$ cat src/design/nmp_pkg.sv
// package: opcode fields, reset values and carriers for the nibble move executor
package nmp_pkg;

    // ==========================================================
    // widths
    localparam int NMP_NIB_W = 4;
    localparam int NMP_ADDR_W = 7;
    localparam int NMP_INSTR_W = 16;
    localparam int NMP_RAM_DEPTH = 128;

    // ==========================================================
    // opcode prefixes, 16-bit forms sit in instr[15:7]
    localparam logic [8:0] NMP_OP_STORE_ACCUM = 9'h0b3; // 0 1 0 1 1 0 0 1 1
    localparam logic [8:0] NMP_OP_RD_BIDIR1 = 9'h0b6;   // 0 1 0 1 1 0 1 1 0
    localparam logic [8:0] NMP_OP_RD_BIDIR2 = 9'h0b7;   // 0 1 0 1 1 0 1 1 1
    localparam logic [8:0] NMP_OP_RD_INPUT1 = 9'h096;   // 0 1 0 0 1 0 1 1 0
    localparam logic [8:0] NMP_OP_RD_INPUT2 = 9'h097;   // 0 1 0 0 1 0 1 1 1
    localparam logic [8:0] NMP_OP_WR_BIDIR1 = 9'h0b4;   // 0 1 0 1 1 0 1 0 0
    localparam logic [8:0] NMP_OP_WR_BIDIR2 = 9'h0b5;   // 0 1 0 1 1 0 1 0 1
    // 15-bit forms sit right aligned in instr[14:0], bit 15 must be zero
    localparam logic [7:0] NMP_OP_WR_LED = 8'h5c;       // 0 1 0 1 1 1 0 0
    localparam logic [3:0] NMP_OP_WREG = 4'hf;          // 1 1 1 1, instr[14:11]
    // immediate form is 16 bits: instr[15:11]
    localparam logic [4:0] NMP_OP_IMM = 5'h17;          // 1 0 1 1 1

    // ==========================================================
    // field positions
    localparam int NMP_ADDR_LSB = 0;
    localparam int NMP_NIB_LSB = 7;
    localparam int NMP_P9_LSB = 7;
    localparam int NMP_P8_LSB = 7;
    localparam int NMP_WREG_LSB = 7;
    localparam int NMP_IMM_LSB = 11;

    // working registers live in the lowest page of data ram
    localparam logic [6:0] NMP_WREG_BASE = 7'h00;

    // ==========================================================
    // reset values
    localparam logic [3:0] NMP_DIR_RESET = 4'hf;   // all pins inputs
    localparam logic [3:0] NMP_NIB_RESET = 4'h0;

    // ==========================================================
    // decoded operation, one-hot
    typedef enum logic [9:0] {
        NMP_DEC_NONE = 10'h001,
        NMP_DEC_STORE_ACCUM = 10'h002,
        NMP_DEC_RD_PORT = 10'h004,
        NMP_DEC_WREG = 10'h008,
        NMP_DEC_IMM = 10'h010,
        NMP_DEC_WR_BIDIR1 = 10'h020,
        NMP_DEC_WR_BIDIR2 = 10'h040,
        NMP_DEC_WR_LED = 10'h080,
        NMP_DEC_RSVD0 = 10'h100,
        NMP_DEC_RSVD1 = 10'h200
    } nmp_dec_e;

    // one two-way port as seen from the core
    typedef struct packed {
        logic [3:0] dout;
        logic [3:0] oe;
    } nmp_bidir_s;

    // one issued instruction
    typedef struct packed {
        logic valid;
        logic [15:0] word;
    } nmp_instr_s;

endpackage

$ cat src/design/nmp_exec.sv
// nibble move and port i/o execute unit of a 4-bit core
`timescale 1ns/1ps
// ==========================================================
// What this block does
// RULE_01: store accumulator nibble into addressed ram in one cycle
// RULE_02: read first two-way port into ram and accumulator, update zero flag
// RULE_03: read second two-way port into ram and accumulator, update zero flag
// RULE_04: read first input port into ram and accumulator, update zero flag
// RULE_05: read second input port into ram and accumulator, update zero flag
// RULE_06: copy selected working register into addressed ram in one cycle
// RULE_07: write immediate nibble into addressed ram
// RULE_08: copy addressed ram nibble to first two-way port latch
// RULE_09: copy addressed ram nibble to second two-way port latch
// RULE_10: copy addressed ram nibble to led port latch
// RULE_11: first two-way port pins are inputs after reset, mask all ones
// RULE_12: port reads set zero flag on zero nibble, other moves keep it
module nmp_exec (
    input wire logic clock_i,
    input wire logic rst_b_i,
    input wire nmp_pkg::nmp_instr_s instr_i,
    input wire logic [3:0] bidir_port_first_pin_i,
    input wire logic [3:0] bidir_port_second_pin_i,
    input wire logic [3:0] input_port_first_pin_i,
    input wire logic [3:0] input_port_second_pin_i,
    input wire logic first_port_dir_wr_i,
    input wire logic [3:0] first_port_dir_i,
    input wire logic second_port_dir_wr_i,
    input wire logic [3:0] second_port_dir_i,
    output nmp_pkg::nmp_bidir_s bidir_port_first_o,
    output nmp_pkg::nmp_bidir_s bidir_port_second_o,
    output logic [3:0] led_output_port_o,
    output logic [3:0] arith_result_reg_o,
    output logic result_null_flag_o,
    output logic exec_done_o
);
    import nmp_pkg::*;

    // ==========================================================
    // pin synchronisers; the first stage feeds only the second
    logic [3:0] sync1_ff [4];
    logic [3:0] sync2_ff [4];
    logic [3:0] pin_raw [4];
    assign pin_raw[0] = bidir_port_first_pin_i;
    assign pin_raw[1] = bidir_port_second_pin_i;
    assign pin_raw[2] = input_port_first_pin_i;
    assign pin_raw[3] = input_port_second_pin_i;

    genvar g;
    generate
        for (g = 0; g < 4; g++) begin : g_sync
            always_ff @(posedge clock_i or negedge rst_b_i) begin
                if (!rst_b_i) begin
                    sync1_ff[g] <= NMP_NIB_RESET;
                    sync2_ff[g] <= NMP_NIB_RESET;
                end else begin
                    sync1_ff[g] <= pin_raw[g];
                    sync2_ff[g] <= sync1_ff[g];
                end
            end
        end
    endgenerate

    // ==========================================================
    // decode
    logic [15:0] word;
    logic [6:0] addr;
    logic [8:0] pfx9;
    logic [7:0] pfx8;
    nmp_dec_e dec;
    logic [3:0] port_nib;
    assign word = instr_i.word;
    assign addr = word[NMP_ADDR_LSB +: NMP_ADDR_W];
    assign pfx9 = word[NMP_P9_LSB +: 9];
    assign pfx8 = word[NMP_P8_LSB +: 8];

    // ==========================================================
    // opcode hits; the 9-bit prefixes are mutually exclusive
    logic short_form;
    logic hit_store_accum;
    logic hit_rd_bidir1;
    logic hit_rd_bidir2;
    logic hit_rd_input1;
    logic hit_rd_input2;
    logic hit_wr_bidir1;
    logic hit_wr_bidir2;
    logic hit_wr_led;
    logic hit_wreg;
    logic hit_imm;
    // 15-bit forms are right aligned, so bit 15 has to be clear
    assign short_form = !word[15];
    assign hit_store_accum = instr_i.valid && (pfx9 == NMP_OP_STORE_ACCUM); // RULE_01
    assign hit_rd_bidir1 = instr_i.valid && (pfx9 == NMP_OP_RD_BIDIR1); // RULE_02
    assign hit_rd_bidir2 = instr_i.valid && (pfx9 == NMP_OP_RD_BIDIR2); // RULE_03
    assign hit_rd_input1 = instr_i.valid && (pfx9 == NMP_OP_RD_INPUT1); // RULE_04
    assign hit_rd_input2 = instr_i.valid && (pfx9 == NMP_OP_RD_INPUT2); // RULE_05
    assign hit_wr_bidir1 = instr_i.valid && (pfx9 == NMP_OP_WR_BIDIR1); // RULE_08
    assign hit_wr_bidir2 = instr_i.valid && (pfx9 == NMP_OP_WR_BIDIR2); // RULE_09
    assign hit_wr_led = instr_i.valid && short_form && (pfx8 == NMP_OP_WR_LED); // RULE_10
    assign hit_wreg = instr_i.valid && short_form && (word[14:11] == NMP_OP_WREG); // RULE_06
    assign hit_imm = instr_i.valid && (word[15:11] == NMP_OP_IMM); // RULE_07

    // ==========================================================
    // port read select, one-hot so the mux stays a flat and-or
    logic [3:0] rd_sel;
    logic rd_any;
    assign rd_sel = {hit_rd_input2, hit_rd_input1, hit_rd_bidir2, hit_rd_bidir1};
    assign rd_any = |rd_sel;

    always_comb begin
        port_nib = NMP_NIB_RESET;
        for (int k = 0; k < 4; k++) begin
            if (rd_sel[k]) begin
                port_nib = sync2_ff[k];
            end
        end
    end

    // ==========================================================
    // priority: 9-bit prefixes, then led, then working register, then immediate
    always_comb begin
        dec = NMP_DEC_NONE;
        if (hit_store_accum) begin
            dec = NMP_DEC_STORE_ACCUM;
        end else if (rd_any) begin
            dec = NMP_DEC_RD_PORT;
        end else if (hit_wr_bidir1) begin
            dec = NMP_DEC_WR_BIDIR1;
        end else if (hit_wr_bidir2) begin
            dec = NMP_DEC_WR_BIDIR2;
        end else if (hit_wr_led) begin
            dec = NMP_DEC_WR_LED;
        end else if (hit_wreg) begin
            dec = NMP_DEC_WREG;
        end else if (hit_imm) begin
            dec = NMP_DEC_IMM;
        end
    end

    // ==========================================================
    // data ram, combinational read so every move finishes in one cycle
    logic [3:0] ram [NMP_RAM_DEPTH];
    logic [3:0] ram_rd;
    logic [3:0] wreg_rd;
    logic [6:0] wreg_addr;
    logic ram_we;
    logic [3:0] ram_wd;
    assign ram_rd = ram[addr];
    assign wreg_addr = NMP_WREG_BASE | {3'h0, word[NMP_WREG_LSB +: 4]};
    assign wreg_rd = ram[wreg_addr];

    // ==========================================================
    // ram write port: one source per decoded move
    always_comb begin
        ram_we = 1'b0;
        ram_wd = NMP_NIB_RESET;
        unique case (dec)
            NMP_DEC_STORE_ACCUM: begin
                ram_we = 1'b1;
                ram_wd = arith_result_reg_o; // RULE_01
            end
            NMP_DEC_RD_PORT: begin
                ram_we = 1'b1;
                ram_wd = port_nib; // RULE_02
            end
            NMP_DEC_WREG: begin
                ram_we = 1'b1;
                ram_wd = wreg_rd; // RULE_06
            end
            NMP_DEC_IMM: begin
                ram_we = 1'b1;
                ram_wd = word[NMP_IMM_LSB - 4 +: 4]; // RULE_07
            end
            default: begin
                ram_we = 1'b0;
            end
        endcase
    end

    // no reset on the array: contents are undefined until software writes
    always_ff @(posedge clock_i) begin
        if (ram_we) begin
            ram[addr] <= ram_wd;
        end
    end

    // ==========================================================
    // accumulator: only port reads load it
    always_ff @(posedge clock_i or negedge rst_b_i) begin
        if (!rst_b_i) begin
            arith_result_reg_o <= NMP_NIB_RESET;
        end else if (dec == NMP_DEC_RD_PORT) begin
            arith_result_reg_o <= port_nib; // RULE_02
        end
    end

    // ==========================================================
    // zero flag: the other moves must leave it alone
    always_ff @(posedge clock_i or negedge rst_b_i) begin
        if (!rst_b_i) begin
            result_null_flag_o <= 1'b0;
        end else if (dec == NMP_DEC_RD_PORT) begin
            result_null_flag_o <= (port_nib == 4'h0); // RULE_12
        end
    end

    // ==========================================================
    // first two-way port output latch
    always_ff @(posedge clock_i or negedge rst_b_i) begin
        if (!rst_b_i) begin
            bidir_port_first_o.dout <= NMP_NIB_RESET;
        end else if (dec == NMP_DEC_WR_BIDIR1) begin
            bidir_port_first_o.dout <= ram_rd; // RULE_08
        end
    end

    // ==========================================================
    // second two-way port output latch
    always_ff @(posedge clock_i or negedge rst_b_i) begin
        if (!rst_b_i) begin
            bidir_port_second_o.dout <= NMP_NIB_RESET;
        end else if (dec == NMP_DEC_WR_BIDIR2) begin
            bidir_port_second_o.dout <= ram_rd; // RULE_09
        end
    end

    // ==========================================================
    // led port latch; the pads carry the sink current, not this flop
    always_ff @(posedge clock_i or negedge rst_b_i) begin
        if (!rst_b_i) begin
            led_output_port_o <= NMP_NIB_RESET;
        end else if (dec == NMP_DEC_WR_LED) begin
            led_output_port_o <= ram_rd; // RULE_10
        end
    end

    // ==========================================================
    // first port direction mask (1 = input), held inverted as enables
    // so the pad enable comes straight from a flop
    always_ff @(posedge clock_i or negedge rst_b_i) begin
        if (!rst_b_i) begin
            bidir_port_first_o.oe <= ~NMP_DIR_RESET; // RULE_11
        end else if (first_port_dir_wr_i) begin
            bidir_port_first_o.oe <= ~first_port_dir_i;
        end
    end

    // ==========================================================
    // second port direction mask, same all-inputs default
    always_ff @(posedge clock_i or negedge rst_b_i) begin
        if (!rst_b_i) begin
            bidir_port_second_o.oe <= ~NMP_DIR_RESET;
        end else if (second_port_dir_wr_i) begin
            bidir_port_second_o.oe <= ~second_port_dir_i;
        end
    end

    // ==========================================================
    // completion pulse for the fetch side
    always_ff @(posedge clock_i or negedge rst_b_i) begin
        if (!rst_b_i) begin
            exec_done_o <= 1'b0;
        end else begin
            exec_done_o <= (dec != NMP_DEC_NONE);
        end
    end

endmodule

$ cat config.mk
export PLATFORM = sky130hd
export DESIGN_NAME = nmp_exec
export DESIGN_NICKNAME = d
export VERILOG_FILES = /design/src/design/nmp_pkg.sv /design/src/design/nmp_exec.sv
export SDC_FILE = /design/constraint.sdc
export NUM_CORES = 1
export LEC_CHECK = 0
export ABC_AREA = 1
export BUFFER_PORTS_ARGS = -buffer_cell sky130_fd_sc_hd__buf_2
export CAP_MARGIN = 20
export CORE_ASPECT_RATIO = 0.7
export CORE_UTILIZATION = 56
export DETAILED_ROUTE_END_ITERATION = 16
export PLACE_DENSITY = 0.77
export SLEW_MARGIN = 10
export SYNTH_ARGS = -nofsm -noshare
export SYNTH_HDL_FRONTEND = slang
export SYNTH_SLANG_ARGS = --single-unit
$ cat constraint.sdc
create_clock -name clock_i -period 3.6 [get_ports clock_i]
set_input_delay 0.54 -clock clock_i [delete_from_list [all_inputs] [get_ports clock_i]]
set_output_delay 0.54 -clock clock_i [all_outputs]
set_load 0.005 [all_outputs]
==> results.toml <==
[die]
row_count = 64
initial_core_util_pct = 56.7
die_w_um = 253
coreArea_um2 = 43600
ios = 71
dieArea_um2 = 45000
die_h_um = 178

[run_status]
run_status = "finished, final reports clean"

[power_and_ir_drop]
power.leakage_nw = 11.8
power_w = 0.0133
ir_worst_vdd_v = 0.000478
p_per_area_nw_per_um2 = 486

[global_routing]
grt_max_degree = 133
grt-ovfl-total = 0
grt_pass1_vias = 16700
grt_pass1_wl_um = 93900
use_met2_pct = 40.3
met1_usage_pct = 40.9
use_met3_pct = 7.52
busiest_layer = "met1"
antenna_found_initial = 3
grtUsageTotal_pct = 27.6

[worst_setup_path]
crit_start = "instr_i[8]"
slowest_delay_ns = 0.43
r2r-start = "ram[12][2]"
crit_slowest_cell = "nand3_4"
arrival_ns = 3.03
start_kind = "primary input"
crit_top_cell = "inv_2"
critPathCaptureType = "flip-flop"
cp_max_fo = 51
path_class = "in -> reg"
ff2ff_path_depth = 7
rrSetupSlack_ns = 1.32
critPathRequiredTime_ns = 3.88
reg2reg_to = "ram[32][2]"
worstPathCellList = "buf_2 -> inv_1 -> nor2_2 -> inv_2 -> nor2_4 -> inv_2 -> nor2_4 -> inv_2 -> o21ai_0 -> nand2_1 -> a21oi_1 -> nand3_4 -> buf_12"

[clocking]
cts_buffer_depth = 3
htreeDepth = 2
cts-hold-fix-buffers = 0
clkTransAtPathRegs_ns = 0.06
clockRootBuffer = "clkbuf_16"
clock_sinks = 570
cts_made_buffers = 50
worstSkewPairLatency_ns = 0.58
cts_resized = 0
postCtsSetupBuffers = 0
cts_tree = "yes"

[synth]
yosysSeqAreaShare_pct = 68.0
syn_avg_cell_area_um2 = 9.70
ys_warn_count = 0
netlist_area_um2 = 24700
yosys.area.top_type = "edfxtp_1"
ys_ff_latch = 570
synth_area_leaders = "edfxtp_1 (62%), nand2_1 (22%), dfrtp_1 (5.9%)"
syn_inst = 2551
synthDominantCellAreaShare_pct = 62.1
syn-num-nets = 2596
synth_cell_type_count = 33

[detailed_routing]
routedWlPerCell_um = 19.0
routed_wl_um = 61000
drt_iter0_drc = 2083
ant_nets = 0
vias_per_cell = 5.50
drc = 0
vias = 17700
dr.pass1.iters = 6

[placed_design]
portBuffers = 70
place.gp.congestion = 0.959
detailed_place_hpwl_um = 36600

[worst_hold_path]
min_path_type = "in -> reg"
hold_end = "sync1_ff[7]"
hp-start = "input_port_first_pin_i[3]"
hold_path_depth = 1

[job]
cap_violations = 0

[final_layout]
drive_above_1_share_pct = 8.05
nFillCells = 3439
syn_to_final_growth_pct = 10.6
fin_nets = 2628

[timing]
max_freq_mhz = 363
clock_skew_ns = 0.0276
final_hold_viol_count = 0
finalMaxSlewViolations = 0
finalSetupViolCount = 0
setup_tns_ns = 0
relSlewSlack_pct = 50.9
fin_crit_ns = 2.76
min_period_over_period_pct = 76.5
grt_setup_unrepaired = "no"
tightest_slew_ns = 0.734
power by group:
| group | internal (W) | switching (W) |
|---|---|---|
| registers | 0.00717 | 0.0000185 |
| clock network | 0.00302 | 0.00234 |
| logic | 0.000209 | 0.000560 |
cells in the mapped netlist (all sizes together):
cell type and number:
nand2 1491, edfxtp 512, nor2 188, buf 61, clkbuf 60, dfrtp 58
inv 49, o21ai 31, a21oi 23, o22ai 21, nand3 19, nand4 11
nor3 11, a22oi 6, a21o 2, o2111ai 2, o211ai 2, o31ai 2
nor4 1, o311ai 1
how the worst max path moves through the flow:
stage          slack [ns]          end  cells after the start
6_report             0.84   ram[32][2]                     13
5_1_grt              0.71   ram[32][2]                     13
4_1_cts              0.96   ram[32][2]                     13
3_5_place_dp         0.39  ram[109][2]                     13
3_3_place_gp         0.47  ram[109][2]                     13
2_1_floorplan       -1.58    ram[0][1]                      4
stage by stage:
stage               cell area, um^2  hold slack, ns  setup slack (ns)  instances  utilization, %
finish                        27400          0.0622             0.845       3217            62.7
global route                  27400          0.0543             0.709       3217            62.7
CTS                           27300          0.0434             0.957       3214            62.7
detailed placement            25700           0.335             0.395       3123            58.9
global placement              25700           0.332             0.471       3123            58.9
floorplan                     24800           0.244             -1.58       2551               -
per-layer routing:
metal	share of wire, %	routed length (um)
met3	12	7570
met5	0.021	13
met2	43	26300
met4	2.3	1380
met1	42	25700
critical path: cells and delay by family:
family | cells | cell delay [ns]
AND/OR/NAND/NOR | 5 | 1.07
buffers and inverters | 6 | 0.86
AO/OA/AOI/OAI | 2 | 0.53
cell usage in the layout, fill, tap and decap left out, types with 2 or more instances in the layout:
master         n
inv_6          2
o22ai_1       21
buf_12        12
clkinvlp_4     4
o211ai_1       2
nand4_1        9
dfrtp_1       58
clkinv_2       9
nor2_2         3
clkbuf_1       7
nor3_1        10
clkbuf_16     51
clkbuf_8       3
nand2_1     1481
inv_4          2
clkinv_1       8
nand2_4        9
o21ai_0       26
buf_2         68
inv_2          8
a21oi_1       23
o21ai_1        5
buf_4         19
a22oi_1        6
edfxtp_1     512
nor2_1       181
nor2_4         3
a21o_1         2
o2111ai_1      2
o31ai_1        2
nand3_4        2
nand3_1       16
inv_1         37
clkinv_4       3
bufinv_16      5
registers in the layout (all words and copies together), names as in the netlist:
name and flops:
ram 512, sync1_ff 16, sync2_ff 16, bidir_port_first_o 8, bidir_port_second_o 8, arith_result_reg_o 4
led_output_port_o 4, exec_done_o 1, result_null_flag_o 1
layout make-up:
class,instances,area [um^2],share of cell area (%)
Multi-Input combinational cell,1811,7220,26.4
Timing Repair Buffer,101,744,2.72
Tap cell,594,743,2.71
Inverter,49,206,0.754
Sequential cell,570,16800,61.5
Antenna cell,1,2.50,0.00914
Clock inverter,30,290,1.06
Clock buffer,61,1340,4.91
cells by family (layout without fill, tap and decap cells):
group	after synthesis	count (layout)	share of synthesized area, %
AO/OA/AOI/OAI	90	90	2.09
flip-flops	570	570	68.0
buffers and inverters	170	241	3.01
AND/OR/NAND/NOR	1721	1721	26.9
other	0	1	0
No activity file was read; power rests on OpenSTA's default activity.
